File: config.mk
export PLATFORM = sky130hd
export DESIGN_NAME = bdrs_ctrl
export DESIGN_NICKNAME = d
export VERILOG_FILES = /design/src/pkg/bdrs_pkg.sv /design/src/core/bdrs_ctrl.sv /design/src/core/bdrs_cycle_counter.sv
export SDC_FILE = /design/constraint.sdc
export NUM_CORES = 1
export LEC_CHECK = 0
export BUFFER_PORTS_ARGS = -buffer_cell sky130_fd_sc_hd__buf_4
export CAP_MARGIN = 20
export CORE_MARGIN = 2
export CORE_UTILIZATION = 48
export DETAILED_ROUTE_END_ITERATION = 10
export GPL_TIMING_DRIVEN = 0
export MAX_ROUTING_LAYER = met4
export PLACE_DENSITY_LB_ADDON = 0.05
export SYNTH_ARGS = -nofsm -noshare
export SYNTH_HDL_FRONTEND = slang
export SYNTH_HIERARCHICAL = 1
export SYNTH_SLANG_ARGS = --single-unit
File: constraint.sdc
create_clock -name i_clk -period 2.36 [get_ports i_clk]
set_input_delay 0.59 -clock i_clk [delete_from_list [all_inputs] [get_ports i_clk]]
set_output_delay 0.59 -clock i_clk [all_outputs]
set_load 0.02 [all_outputs]
File: src/pkg/bdrs_pkg.sv
/*
  Constants for the bidirectional reset controller: register map, field
  positions, timing figures and the sequencer state encoding.
  Assumes a 50 MHz system clock.
*/
package bdrs_pkg;

  // Register byte offsets
  localparam logic [3:0] OFF_CTRL   = 4'h0;
  localparam logic [3:0] OFF_CMD    = 4'h4;
  localparam logic [3:0] OFF_STATUS = 4'h8;
  localparam logic [3:0] OFF_CONFIG = 4'hC;
  localparam int         ADR_W      = 4;

  // CTRL fields
  localparam int CTRL_BDR_BIT   = 0;
  // CMD fields
  localparam int CMD_INIT_END_BIT = 0;
  localparam int CMD_SOFT_BIT   = 1;
  // STATUS fields
  localparam int ST_SHORT_BIT   = 0;
  localparam int ST_LONG_BIT    = 1;
  localparam int ST_SOFT_BIT    = 2;
  localparam int ST_WDT_BIT     = 3;
  localparam int ST_INIT_BIT    = 4;
  localparam int ST_BOOT_BIT    = 5;
  localparam int ST_BDR_BIT     = 6;

  // Reset-source flags
  localparam logic [3:0] FLAGS_RESET = 4'h0;
  localparam logic [3:0] FLAG_SHORT  = 4'h1;
  localparam logic [3:0] FLAG_LONG   = 4'h2;
  localparam logic [3:0] FLAG_SOFT   = 4'h4;
  localparam logic [3:0] FLAG_WDT    = 4'h8;

  // Startup port: bit that selects the bootstrap loader when low
  localparam int         BOOT_SEL_BIT = 4;
  localparam logic [7:0] CFG_RESET    = 8'hFF;

  // Timing
  localparam int CLK_PERIOD_NS = 20;
  localparam int SEQ_TIME_NS   = 20480;
  localparam int LONG_TIME_NS  = 1280;
  localparam int SEQ_CYCLES    = (SEQ_TIME_NS + CLK_PERIOD_NS - 1) / CLK_PERIOD_NS;
  localparam int LONG_CYCLES   = (LONG_TIME_NS + CLK_PERIOD_NS - 1) / CLK_PERIOD_NS;
  localparam int CNT_W         = 11;
  localparam logic [CNT_W-1:0] SEQ_LAST  = CNT_W'(SEQ_CYCLES - 1);
  localparam logic [CNT_W-1:0] LONG_LAST = CNT_W'(LONG_CYCLES - 1);

  // Sequencer states
  typedef enum logic [3:0] {
    ST_IDLE    = 4'h1,
    ST_PIN_LOW = 4'h2,
    ST_SEQ     = 4'h4,
    ST_RELEASE = 4'h8
  } bdrs_state_e;

endpackage : bdrs_pkg

File: src/core/bdrs_ctrl.sv
/*
  Bidirectional reset controller: sequences internal resets from the reset
  pin, software and watchdog, drives the open-drain reset pin, latches the
  startup port and reports the reset source over a Wishbone classic slave.
  Assumes all inputs synchronous to i_clk and an external open-drain pull-up.
*/
// The Wishbone register port and the address map were decided locally.
// Summary of operation
// Enable bit locked after end of initialization
// Any reset clears the enable bit
// Bidirectional mode reports long hardware reset
// Latch startup port after pin resets or bidirectional-mode resets; bit4 low selects bootstrap
// Short pin reset stretched to full sequence in bidirectional mode
// Drive pin low during sequence, then release; code drives it only in bidirectional mode
`timescale 1ns/100ps
module bdrs_ctrl
(
  input  wire logic                        i_clk,            // System clock, 50 MHz
  input  wire logic                        i_rst,            // Async reset, active high
  input  wire logic                        i_wb_cyc,         // Wishbone cycle
  input  wire logic                        i_wb_stb,         // Wishbone strobe
  input  wire logic                        i_wb_we,          // Wishbone write enable
  input  wire logic [bdrs_pkg::ADR_W-1:0]  i_wb_adr,         // Wishbone byte address
  input  wire logic [3:0]                  i_wb_sel,         // Wishbone byte selects
  input  wire logic [31:0]                 i_wb_dat,         // Wishbone write data
  output logic      [31:0]                 o_wb_dat,         // Wishbone read data
  output logic                             o_wb_ack,         // Wishbone acknowledge
  input  wire logic                        i_rst_pin_in,     // Reset input pin level
  output logic                             o_rst_pin_out,    // Reset pin drive value
  output logic                             o_rst_pin_oe,     // Reset pin output enable
  input  wire logic                        i_wdt_reset,      // Watchdog reset request
  input  wire logic [7:0]                  i_startup_config_port_low_byte, // Startup config port
  output logic      [7:0]                  o_startup_cfg,    // Latched startup config
  output logic                             o_bootstrap,      // Bootstrap loader select
  output logic                             o_sys_rst         // Internal reset active
);

  bdrs_pkg::bdrs_state_e       state_reg;
  bdrs_pkg::bdrs_state_e       state_next;
  logic [bdrs_pkg::CNT_W-1:0]  count;
  logic                        ack_reg;
  logic [31:0]                 rdat_reg;
  logic                        bidir_reset_enable_reg;
  logic                        init_done_reg;
  logic                        bdr_act_reg;
  logic [3:0]                  src_reg;
  logic                        long_seen_reg;
  logic [3:0]                  flags_reg;
  logic [7:0]                  cfg_reg;
  logic                        boot_reg;
  logic                        pin_low;
  logic                        wb_req;
  logic                        wr;
  logic                        wr_ctrl;
  logic                        wr_cmd;
  logic                        sw_req;
  logic                        end_of_init_instruction;
  logic                        start;
  logic                        finish;
  logic                        cnt_run;

  assign pin_low = ~i_rst_pin_in;
  assign wb_req  = i_wb_cyc & i_wb_stb & ~ack_reg;
  assign wr      = wb_req & i_wb_we & i_wb_sel[0];
  assign wr_ctrl = wr & (i_wb_adr == bdrs_pkg::OFF_CTRL);
  assign wr_cmd  = wr & (i_wb_adr == bdrs_pkg::OFF_CMD);
  assign sw_req  = wr_cmd & i_wb_dat[bdrs_pkg::CMD_SOFT_BIT];
  assign end_of_init_instruction = wr_cmd & i_wb_dat[bdrs_pkg::CMD_INIT_END_BIT];

  assign start   = (state_reg == bdrs_pkg::ST_IDLE) & (pin_low | sw_req | i_wdt_reset);
  assign finish  = ((state_reg == bdrs_pkg::ST_PIN_LOW) | (state_reg == bdrs_pkg::ST_RELEASE))
                   & ~pin_low;
  assign cnt_run = (state_reg == bdrs_pkg::ST_PIN_LOW) | (state_reg == bdrs_pkg::ST_SEQ);

  bdrs_cycle_counter bdrs_cycle_counter_i
  (
    .i_clk   (i_clk),
    .i_rst   (i_rst),
    .i_run   (cnt_run),
    .o_count (count)
  );

  // Sequencer
  always_comb
  begin
    state_next = state_reg;
    unique case (state_reg)
      bdrs_pkg::ST_IDLE:
        if (start)
        begin
          if (bidir_reset_enable_reg | ~pin_low)
            state_next = bdrs_pkg::ST_SEQ;
          else
            state_next = bdrs_pkg::ST_PIN_LOW;
        end
      bdrs_pkg::ST_PIN_LOW:
        if (!pin_low)
          state_next = bdrs_pkg::ST_IDLE;
      bdrs_pkg::ST_SEQ:
        if (count == bdrs_pkg::SEQ_LAST)
          state_next = bdrs_pkg::ST_RELEASE;
      bdrs_pkg::ST_RELEASE:
        if (!pin_low)
          state_next = bdrs_pkg::ST_IDLE;
      default:
        state_next = bdrs_pkg::ST_IDLE;
    endcase
  end

  always_ff @(posedge i_clk or posedge i_rst)
  begin
    if (i_rst)
      state_reg <= bdrs_pkg::ST_IDLE;
    else
      state_reg <= state_next;
  end

  // Reset context captured at entry
  always_ff @(posedge i_clk or posedge i_rst)
  begin
    if (i_rst)
    begin
      bdr_act_reg <= 1'b0;
      src_reg     <= bdrs_pkg::FLAGS_RESET;
    end
    else if (start)
    begin
      bdr_act_reg <= bidir_reset_enable_reg;
      if (pin_low)
        src_reg <= bdrs_pkg::FLAG_LONG;
      else if (i_wdt_reset)
        src_reg <= bdrs_pkg::FLAG_WDT;
      else
        src_reg <= bdrs_pkg::FLAG_SOFT;
    end
  end

  // Pin hold length
  always_ff @(posedge i_clk or posedge i_rst)
  begin
    if (i_rst)
      long_seen_reg <= 1'b0;
    else if (start)
      long_seen_reg <= 1'b0;
    else if ((state_reg == bdrs_pkg::ST_PIN_LOW) && (count >= bdrs_pkg::LONG_LAST))
      long_seen_reg <= 1'b1;
  end

  // Reset-source flags
  always_ff @(posedge i_clk or posedge i_rst)
  begin
    if (i_rst)
      flags_reg <= bdrs_pkg::FLAG_LONG;
    else if (finish)
    begin
      if (bdr_act_reg)
        flags_reg <= bdrs_pkg::FLAG_LONG;
      else if (src_reg == bdrs_pkg::FLAG_LONG)
        flags_reg <= long_seen_reg ? bdrs_pkg::FLAG_LONG : bdrs_pkg::FLAG_SHORT;
      else
        flags_reg <= src_reg;
    end
  end

  // Startup configuration latch
  always_ff @(posedge i_clk or posedge i_rst)
  begin
    if (i_rst)
    begin
      cfg_reg  <= bdrs_pkg::CFG_RESET;
      boot_reg <= 1'b0;
    end
    else if (finish && (bdr_act_reg || (src_reg == bdrs_pkg::FLAG_LONG)))
    begin
      cfg_reg  <= i_startup_config_port_low_byte;
      boot_reg <= ~i_startup_config_port_low_byte[bdrs_pkg::BOOT_SEL_BIT];
    end
  end

  // Enable bit and initialization lock
  always_ff @(posedge i_clk or posedge i_rst)
  begin
    if (i_rst)
      bidir_reset_enable_reg <= 1'b0;
    else if (start)
      bidir_reset_enable_reg <= 1'b0;
    else if (wr_ctrl && !init_done_reg)
      bidir_reset_enable_reg <= i_wb_dat[bdrs_pkg::CTRL_BDR_BIT];
  end

  always_ff @(posedge i_clk or posedge i_rst)
  begin
    if (i_rst)
      init_done_reg <= 1'b0;
    else if (start)
      init_done_reg <= 1'b0;
    else if (end_of_init_instruction)
      init_done_reg <= 1'b1;
  end

  // Wishbone slave, one wait-state registered answer
  always_ff @(posedge i_clk or posedge i_rst)
  begin
    if (i_rst)
    begin
      ack_reg  <= 1'b0;
      rdat_reg <= '0;
    end
    else
    begin
      ack_reg <= wb_req;
      if (wb_req)
      begin
        rdat_reg <= '0;
        unique case (i_wb_adr)
          bdrs_pkg::OFF_CTRL:
            rdat_reg[bdrs_pkg::CTRL_BDR_BIT] <= bidir_reset_enable_reg;
          bdrs_pkg::OFF_STATUS:
          begin
            rdat_reg[bdrs_pkg::ST_WDT_BIT:bdrs_pkg::ST_SHORT_BIT] <= flags_reg;
            rdat_reg[bdrs_pkg::ST_INIT_BIT] <= init_done_reg;
            rdat_reg[bdrs_pkg::ST_BOOT_BIT] <= boot_reg;
            rdat_reg[bdrs_pkg::ST_BDR_BIT]  <= bidir_reset_enable_reg;
          end
          bdrs_pkg::OFF_CONFIG:
            rdat_reg[7:0] <= cfg_reg;
          default:
            rdat_reg <= '0;
        endcase
      end
    end
  end

  assign o_wb_ack      = ack_reg;
  assign o_wb_dat      = rdat_reg;
  assign o_rst_pin_out = 1'b0;
  assign o_rst_pin_oe  = (state_reg == bdrs_pkg::ST_SEQ) & bdr_act_reg;
  assign o_sys_rst     = (state_reg != bdrs_pkg::ST_IDLE);
  assign o_startup_cfg = cfg_reg;
  assign o_bootstrap   = boot_reg;
endmodule : bdrs_ctrl

File: src/core/bdrs_cycle_counter.sv
/*
  Saturating cycle counter used to time the internal reset sequence and
  to measure how long the reset pin is held low.
  Assumes a synchronous run input; count returns to zero when run is low.
*/
`timescale 1ns/100ps
module bdrs_cycle_counter
(
  input  wire logic                      i_clk,   // System clock
  input  wire logic                      i_rst,   // Async reset, active high
  input  wire logic                      i_run,   // Count while high
  output logic [bdrs_pkg::CNT_W-1:0]     o_count  // Cycles counted so far
);

  logic [bdrs_pkg::CNT_W-1:0] count_reg;

  always_ff @(posedge i_clk or posedge i_rst)
  begin
    if (i_rst)
      count_reg <= '0;
    else if (!i_run)
      count_reg <= '0;
    else if (count_reg != '1)
      count_reg <= count_reg + 1'b1;
  end

  assign o_count = count_reg;

endmodule : bdrs_cycle_counter

==> impl_results.md, run 1 <==
* Required time of the critical path at 1770 ps
* Mapped cell area at 0.00240 mm²
* Fillers at 428
* Slowest stage cell on the critical path: or4b_1
* Total of endpoints with negative setup slack in the final report at 0
* Wire length of the first global-routing pass at 7960 µm
* Final design utilization at 63.0%
* Startpoint of the worst-slack reg-to-reg timing path: state_reg[1]$_DFFE_PP0P_
* TritonCTS Buffers at 5
* Final period utilization at 93.7%
* Final period demand of the worst path at 2210 ps
* Clock Tree Root: clkbuf_8
* Initial antenna violation count at 0
* Length in cells of the worst reg-to-reg path at 6
* Async set or reset register ratio after synthesis at 100%
* TNS Setup at 0 ps
* Detailed Route WL at 5010 µm
* Critical path arrival at 1620 ps
* Half-perimeter wire length of the detailed placement result at 3800 µm
* Layout Nets at 360
* Largest stage delay on the critical path at 620 ps
* Max VDD drop at 0.474 mV
* FF-to-FF setup slack at 360 ps
* Die Y at 74.7 µm
* Number of H-tree levels at 2
* Max-slew headroom at 60.5%
* Largest net degree at the start of global routing at 25
* Number of diodes added for antenna fixing at 0
* Flip-flop count of the largest register after layout at 11
* Global-route usage over all layers at 19.2%
* Result of the run: finished clean
* Grt total ovfl at 0
* Placer's final routability congestion estimate at 0.906
* Starting DRT DRC Count at 158
* Post-synthesis share of cell area spent on full adders, half adders and majority gates at 0.521%
* Path class of the lowest-slack min-delay path: in -> async
* Die ar. at 0.00558 mm²
* Fraction of synthesized area in multiplexers at 6.10%
* Post-synthesis instance total at 232
* CP Launch Type: flip-flop
* Final number of max-transition violations at 0
* Clock Skews at 11.5 ps
* Layout-stage area growth over the synthesis result at 25.5%
* Critical path start-end classification: reg -> out
* Highest net fanout along the worst path at 5
* Total count of hold-check failures in the final report at 0
* Max frequency at 452 MHz
* Most frequently used flop master after synthesis: dfrtp_1
* Number of remaining DRC errors at 0
* Most used cells in the layout excluding fill and tap cells: 66 x buf_4, 34 x dfrtp_1, 27 x nand2_1, 25 x conb_1, 10 x dfstp_2
* Initial core utilization at 50.1%
* Core Rows at 25
* Clock sink count at 44
* Largest family of logic cells by synthesized area: simple AND/OR/NAND/NOR gates
* Post CTS Setup Buffer Count at 0
* Sort of element at the end of the critical path: primary output
* Floorplan die width at 74.7 µm
* Count of unique library cells instantiated by Yosys at 60
* Dominant cells by area after synthesis: dfrtp_1 35%, dfstp_2 11%, buf_4 8.1%
* Synthesis-stage register bit count at 44
* Portion of the post-synthesis area used by sequential elements at 46.4%
* Via count at 1,880
* Layout cell share with drive strength beyond 1 at 38.0%
* Post-synth top area share at 35.5%
* Xor and xnor area share after synthesis at 0.365%
* Clock transition at the registers of the reported paths at 90 ps
* Ratio of routed vias to standard cells at 5.05
* Count of input and output buffers at 40
* Most common library cell in the layout ignoring fill and taps: buf_4
* Max clock buf depth at 2
* Final routed wire length divided by cell count at 13.5 µm
* Complex-gate fraction of the synthesized area at 16.0%
* First-pass iteration count of the detailed router at 4
* List of cells traversed by the critical path: or4b_1, nor2_1, buf_4
* CTS tree: yes
* Number of maximum-capacitance violations at 0
* Worst-Skew Late Latency at 300 ps
* Endpoint of the worst-slack reg-to-reg timing path: bdrs_cycle_counter_i/o_count[8]$_DFFE_PP0P_
* Count of hold buffers inserted by post-cts repair at 0
* Most area-hungry cell type in the Yosys netlist: dfrtp_1
* Floorplan core area at 0.00479 mm²
* Number of synthesized flops with an enable pin at 0
* Leak Pwr at 1.43 nW
* Setup repair after global routing missed its margin: false
* Via count of the first global-routing pass at 1,642
* Slew at the pin closest to its max-slew limit at 592 ps
* Per-instance average area after synthesis at 10.3 µm²
* Simple-gate portion of the synthesized area at 19.9%
* Count of boundary I/O pins at 100
* Post-CTS sizing at 0
* Yosys Warn Count at 6
* Power per Cell Area at 818 mW/mm²
* Post-detailed-route count of antenna-violating nets at 0
through the flow:
step           power (mW)  worst slack [ps]  instances  cell area (µm²)  hold WS, ps
2_1_floorplan        1.61               418        256             2490          442
3_3_place_gp         1.88               165        363             2870          462
3_5_place_dp         1.91               171        364             2900          462
4_1_cts              2.48               144        372             3010          309
5_1_grt              2.61              83.0        372             3010          342
6_report             2.46               149        372             3010          296
worst max-delay path, delay by kind of cell, from the launching register on:
family                 cells  cell delay, ps
buffers and inverters      1             150
DFF                        1             430
and+or+nand+nor            2             760
worst max path at each step:
stage / from / endpoint / slack (ps)
global route: state_reg[1]$_DFFE_PP0P_ / o_rst_pin_oe / 80
floorplan: i_wb_adr[1] / bdr_act_reg$_DFFE_PP0P_ / 420
detailed placement: i_wb_adr[1] / bdr_act_reg$_DFFE_PP0P_ / 170
global placement: i_wb_adr[1] / bdr_act_reg$_DFFE_PP0P_ / 160
CTS: state_reg[0]$_DFFE_PP1P_ / o_sys_rst / 140
finish: state_reg[1]$_DFFE_PP0P_ / o_rst_pin_oe / 150
where the power goes:
part	total, mW	internal [mW]	switching (mW)
Sequential	1.08	0.957	0.128
Clock	0.576	0.313	0.262
Combinational	0.803	0.350	0.453
logic make-up (layout without fill, tap and decap cells):
group,after synthesis,after routing
compound gates,54,54
fa+ha+maj,1,1
flops,44,44
buf+inv,41,90
other cells,1,25
mux,13,13
xor+xnor,1,1
simple gates,77,77
area by class of cell:
cell class	count	area [µm²]	area share (%)
Buffer	31	215	7.14
Clock buffer	5	68.8	2.28
Clock inverter	3	42.5	1.41
Inverter	10	38.8	1.29
Multi-Input combinational cell	171	1120	37.3
Sequential cell	44	1110	37.0
Tap cell	67	83.8	2.78
Timing Repair Buffer	41	328	10.9
synthesized netlist by cell type, types with 2 or more instances:
cell type	instances
a31oi_1	6
o41ai_1	2
buf_4	26
inv_1	9
nand3_1	4
clkbuf_1	4
nor3_1	2
a21oi_1	6
o21ai_0	8
dfrtp_1	34
nand2_2	2
a22oi_1	7
a311oi_1	2
a211oi_1	2
o211ai_1	2
nand4_1	4
and3_2	3
nor2_1	8
nand2_1	27
or4b_1	2
nand2b_1	2
o21ai_1	5
or2_1	2
mux2_2	9
nor4_1	2
nand3b_4	2
and2_1	5
mux2i_1	3
nand3_2	2
dfstp_2	10
metal layers:
metal	up-vias	track usage, %	share of wire (%)
li1	931	-	-
met1	900	24.7	44
met2	45	31.2	51
met3	4	3.75	4.2
met4	0	5.75	0.76
met5	-	-	0
(Power assumes the default switching activity.)
==> run 2, diff against run 1 <==
Settings changed: SYNTH_HIERARCHICAL 1 to not set.
==> run 2 against run 1 <==
Compared with the run above:
- worst hold slack worse by 32 ps
- maximum frequency is 0.26% higher
- register-to-register slack improved by 60 ps
- clock skew fell by 7.3 ps
- highest routed layer unchanged
- non-clock buffer count rose by 5
- synthesized area decreased by 2.2%
- largest power group unchanged
- die area down 2.1%
- via count is 6.1% lower
- global-route usage is 0.86 points lower
- flip-flop and latch count unchanged
==> impl_results.md, run 2 <==
* Result of the run: finished clean
* Number of H-tree levels at 2
* Final cell count without fillers at 374
* CP top delay family: flip-flops
* Via count of the first global-routing pass at 1,636
* Area taken by flip-flops and latches at 0.00111 mm²
* TNS Setup at 0 ps
* FF-to-FF setup slack at 420 ps
* Count of input and output buffers at 40
* Global-route usage over all layers at 18.4%
* Ratio of routed vias to standard cells at 4.72
* Critical path arrival at 1610 ps
* Half-perimeter wire length of the detailed placement result at 3380 µm
* Core Rows at 25
* Yosys Warn Count at 0
* Largest stage delay on the critical path at 520 ps
* Layout Nets at 362
* Initial core utilization at 49.7%
* Clock transition at the registers of the reported paths at 80 ps
* CTS tree: yes
* Path class of the lowest-slack min-delay path: in -> async
* Die ar. at 0.00547 mm²
* Most area-hungry cell type in the Yosys netlist: dfrtp_1
* Max frequency at 454 MHz
* Area used by multi-input combinational logic at 0.00105 mm²
* Total count of hold-check failures in the final report at 0
* Final period utilization at 93.4%
* First-pass iteration count of the detailed router at 4
* Count of unique library cells instantiated by Yosys at 50
* Simple-gate portion of the synthesized area at 18.2%
* Required time of the critical path at 1770 ps
* Largest family of logic cells by synthesized area: simple AND/OR/NAND/NOR gates
* TritonCTS Buffers at 5
* Synthesis-stage register bit count at 44
* Floorplan core area at 0.00472 mm²
* Post-synth top area share at 36.2%
* Largest net degree at the start of global routing at 30
* Post-synthesis instance total at 234
* Flip-flop count of the largest register after layout at 11
* Top post-synthesis cells by count: 34 x dfrtp_1, 27 x buf_4, 18 x nand2_1
* Portion of the post-synthesis area used by sequential elements at 47.4%
* Xor and xnor area share after synthesis at 1.12%
* Most common library cell in the layout ignoring fill and taps: buf_4
* Placer's final routability congestion estimate at 0.838
* Highest net fanout along the worst path at 9
* WHS at 263 ps
* Per-instance average area after synthesis at 10.0 µm²
* Max VDD drop at 0.529 mV
* Final number of max-transition violations at 0
* Initial antenna violation count at 0
* Final routed wire length divided by cell count at 12.3 µm
* Clock sink count at 44
* Post CTS Setup Buffer Count at 0
* Clock Tree Root: clkbuf_8
* Final design utilization at 62.8%
* Setup repair after global routing missed its margin: false
* Count leader, synth: dfrtp_1
* CP Launch Type: flip-flop
* Fillers at 404
* Power per Cell Area at 873 mW/mm²
* Setup slack after layout at 155 ps
* Number of maximum-capacitance violations at 0
* Total of endpoints with negative setup slack in the final report at 0
* Post-CTS sizing at 0
* Post-placement worst setup slack at 72.7 ps
* Post-detailed-route count of antenna-violating nets at 0
* Worst-Skew Late Latency at 290 ps
* Clock Skews at 4.23 ps
* Post-synthesis share of cell area spent on full adders, half adders and majority gates at 0.533%
* Slew at the pin closest to its max-slew limit at 528 ps
* Detailed Route WL at 4590 µm
* Number of remaining DRC errors at 0
* Mapped cell area at 0.00235 mm²
* Sort of element at the end of the critical path: primary output
* Max-slew headroom at 64.7%
* Starting DRT DRC Count at 75
* Slowest stage cell on the critical path: dfstp_2
* Wire length of the first global-routing pass at 7420 µm
* Count of hold buffers inserted by post-cts repair at 0
* Number of synthesized flops with an enable pin at 0
* Worst path buffer plus inverter count at 3
* Floorplan die width at 73.9 µm
* Leak Pwr at 1.43 nW
* Count of boundary I/O pins at 100
* Number of placed cells counting well taps at 366
* Via count at 1,765
* Fraction of synthesized area in multiplexers at 6.66%
* Most frequently used flop master after synthesis: dfrtp_1
* Number of diodes added for antenna fixing at 0
* Dominant cells by area after synthesis: dfrtp_1 36%, dfstp_2 11%, buf_4 8.6%
* Most used cells in the layout excluding fill and tap cells: 67 x buf_4, 34 x dfrtp_1, 25 x conb_1, 18 x nand2_1, 17 x o21ai_0
* Complex-gate fraction of the synthesized area at 13.8%
* Final period demand of the worst path at 2200 ps
* List of cells traversed by the critical path: buf_2, nor4b_4, inv_2, buf_4
* Layout-stage area growth over the synthesis result at 26.3%
* Async set or reset register ratio after synthesis at 100%
* Max clock buf depth at 2
* Layout cell share with drive strength beyond 1 at 36.2%
* Grt total ovfl at 0
* Die Y at 73.9 µm
* Critical path start-end classification: reg -> out
run 2: cell types whose count changed in the layout (fill, tap and decap cells not counted), moves of 5 or more:
cell / before / now
nand2_1: 27 / 18
nor2_1: 8 / 13
o21ai_0: 8 / 17
o21ai_1: 5 / 0
or3_1: 0 / 6
run 2: cells by family (layout without fill, tap and decap cells):
group,Yosys count,count (layout)
and+or+nand+nor,74,74
other,1,25
muxes,14,14
xor gates and xnor gates,3,3
buffers and inverters,47,96
DFF,44,44
AOI/OAI and AO/OA,50,50
adders and majority gates,1,1
run 2: layout make-up:
type                            count  share of cell area (%)
Sequential cell                    44                    37.6
Multi-Input combinational cell    167                    35.6
Timing Repair Buffer               41                    10.8
Buffer                             36                    8.19
Tap cell                           67                    2.83
Clock buffer                        6                    2.45
Inverter                           11                    1.39
Clock inverter                      2                    1.18
run 2: final timing paths:
kind / to / depth (start not counted) / from
worst min-delay path: o_wb_dat[3]$_DFFE_PP0N_ / 2 / i_rst
worst min register to register: o_wb_dat[7]$_DFFE_PP0N_ / 2 / o_wb_dat[7]$_DFFE_PP0N_
min in group i_clk: o_wb_dat[7]$_DFFE_PP0N_ / 2 / o_wb_dat[7]$_DFFE_PP0N_
max in group asynchronous: state_reg[0]$_DFFE_PP1P_ / 3 / i_rst
worst max-delay path: o_sys_rst / 4 / state_reg[0]$_DFFE_PP1P_
worst max register to register: bdr_act_reg$_DFFE_PP0P_ / 4 / o_wb_ack$_DFF_PP0_
run 2: per-layer routing:
layer  global-route usage (%)  up-vias  wire length [µm]
met3                     4.34        6               256
met1                     23.8      799              2090
met4                     5.45        0                61
li1                         -      918                 -
met5                        -        -                 0
met2                     28.9       42              2180
run 2: report_power, final:
part / switching, mW / leakage [nW] / total [mW] / internal, mW
combinational: 0.524 / 0.813 / 0.954 / 0.430
clock: 0.250 / 0.0552 / 0.564 / 0.314
sequential: 0.105 / 0.566 / 1.07 / 0.966
run 2: metrics by stage:
step                      area (µm²)  power, mW
after floorplan                 2440       1.73
after global placement          2820       2.00
after detailed placement        2840       2.02
after CTS                       2950       2.60
after global routing            2960       2.75
final                           2960       2.59
==> run 3, diff against run 2 <==
Settings changed: CORE_UTILIZATION 48 to 35.
==> run 3 against run 2 <==
Compared with the run above:
- the flow now finishes with violations (DRC)
- largest cell class unchanged
- routed wire length grew 4.8%
- highest routed layer unchanged
- clock skew grew 3.6 ps
- maximum frequency shrank 3.4%
- critical endpoint is now o_rst_pin_oe
==> impl_results.md, run 3 (synthesis results as in run 2) <==
* Result of the run: finished, violations left
* Violations in the final reports: DRC
* Most common library cell in the layout ignoring fill and taps: buf_4
* Number of diodes added for antenna fixing at 0
* Design area at 0.00297 mm²
* Count of input and output buffers at 40
* FF-to-FF setup slack at 430 ps
* Largest net degree at the start of global routing at 34
* Placer's final routability congestion estimate at 0.788
* TritonCTS Buffers at 5
* Layout-stage area growth over the synthesis result at 26.5%
* Slowest stage cell on the critical path: nor4b_1
* Half-perimeter wire length of the detailed placement result at 3570 µm
* Sort of element at the end of the critical path: primary output
* Floorplan die width at 85.9 µm
* CP Launch Type: flip-flop
* Worst-Skew Late Latency at 290 ps
* Setup repair after global routing missed its margin: false
* Number of placed cells counting well taps at 376
* Flip-flop count of the largest register after layout at 11
* Total of endpoints with negative setup slack in the final report at 0
* Most used cells in the layout excluding fill and tap cells: 67 x buf_4, 34 x dfrtp_1, 25 x conb_1, 18 x nand2_1, 17 x o21ai_0
* Max VDD drop at 0.308 mV
* Path class of the lowest-slack min-delay path: in -> async
* Max frequency at 438 MHz
* Global-route usage over all layers at 14.4%
* Required time of the critical path at 1770 ps
* Via count of the first global-routing pass at 1,677
* Critical path start-end classification: reg -> out
* Placed Area at 0.00285 mm²
* Power per Cell Area at 873 mW/mm²
* Initial antenna violation count at 0
* Clock sink count at 44
* Post-detailed-route count of antenna-violating nets at 0
* Slew at the pin closest to its max-slew limit at 543 ps
* Highest net fanout along the worst path at 9
* Final design utilization at 46.2%
* Final period demand of the worst path at 2280 ps
* First-pass iteration count of the detailed router at 10
* Final routed wire length divided by cell count at 12.5 µm
* List of cells traversed by the critical path: buf_2, nor4b_1, and2_1, buf_4
* Count of boundary I/O pins at 100
* Critical path arrival at 1690 ps
* Startpoint of the worst-slack reg-to-reg timing path: o_wb_ack$_DFF_PP0_
* Number of H-tree levels at 2
* Wire length of the first global-routing pass at 8140 µm
* Clock transition at the registers of the reported paths at 90 ps
* Leak Pwr at 1.43 nW
* Final period utilization at 96.7%
* Core Rows at 29
* Floorplan core area at 0.00642 mm²
* Number of remaining DRC errors at 10
* Die Y at 85.9 µm
* Ratio of routed vias to standard cells at 4.63
* Total count of hold-check failures in the final report at 0
* Layout cell share with drive strength beyond 1 at 35.8%
* Initial core utilization at 36.5%
* Die ar. at 0.00738 mm²
* Grt total ovfl at 0
* Endpoint of the worst-slack reg-to-reg timing path: bdr_act_reg$_DFFE_PP0P_
* Final number of max-transition violations at 0
* Number of maximum-capacitance violations at 0
* Starting DRT DRC Count at 74
* TNS Setup at 0 ps
* Via count at 1,777
* Clock Tree Root: clkbuf_8
* Layout Nets at 362
* Largest stage delay on the critical path at 520 ps
* Length in cells of the worst reg-to-reg path at 4
* Final cell count without fillers at 384
* Clock Skews at 7.83 ps
* Max clock buf depth at 2
* Detailed Route WL at 4810 µm
* CTS tree: yes
* Max-slew headroom at 63.3%
[run 3: how the worst max path moves through the flow]
stage / slack [ps] / start / depth (start not counted) / to
floorplan: 380 / i_wb_adr[1] / 4 / bdr_act_reg$_DFFE_PP0P_
global placement: 30 / i_rst / 2 / flags_reg[3]$_DFFE_PP0P_
detailed placement: 100 / i_wb_adr[3] / 5 / bdr_act_reg$_DFFE_PP0P_
CTS: 60 / state_reg[0]$_DFFE_PP1P_ / 4 / o_sys_rst
global route: 5 / state_reg[0]$_DFFE_PP1P_ / 4 / o_rst_pin_oe
finish: 80 / state_reg[0]$_DFFE_PP1P_ / 4 / o_rst_pin_oe
[run 3: critical path, delay by kind of cell (launching register included)]
family / cells / cell delay, ps
simple gates: 2 / 730
buf+inv: 2 / 300
flops: 1 / 360
[run 3: area by class of cell]
| type | count | area [µm²] |
|---|---|---|
| multi-input combinational | 167 | 1050 |
| timing repair buffer | 41 | 320 |
| sequential | 44 | 1110 |
| fill | 642 | 3450 |
| inverter | 11 | 41.3 |
| buffer | 36 | 243 |
| tap | 77 | 96.3 |
| clock inverter | 2 | 35.0 |
| clock buffer | 6 | 72.6 |
[run 3: power by group]
part	switching [mW]	leakage [nW]	total [mW]	internal (mW)
sequential	0.104	0.566	1.07	0.966
clock	0.258	0.0552	0.572	0.314
combinational	0.522	0.812	0.950	0.428
[run 3: repair_timing]
action / CTS / global route
endpoints found under the setup margin: 0 / 1
buffers inserted: 0 / 0
gates resized for setup: 0 / 1
hold buffers: 0 / 0
[run 3: layer usage]
| metal | track usage (%) | wire length (µm) | share of wire, % | vias to the layer above |
|---|---|---|---|---|
| met1 | 18.8 | 2250 | 47 | 804 |
| met5 | - | 0 | 0 | - |
| met2 | 22.0 | 2160 | 45 | 49 |
| met4 | 4.33 | 57 | 1.2 | 0 |
| met3 | 3.66 | 345 | 7.2 | 5 |
| li1 | - | - | - | 919 |
[run 3: per-stage QoR]
stage          setup WS (ps)  hold WS [ps]  power [mW]
6_report                77.9           229        2.59
3_5_place_dp             103           465        2.03
5_1_grt                 4.99           259        2.77
2_1_floorplan            381           443        1.73
3_3_place_gp            31.2           463        2.01
4_1_cts                 56.9           237        2.62
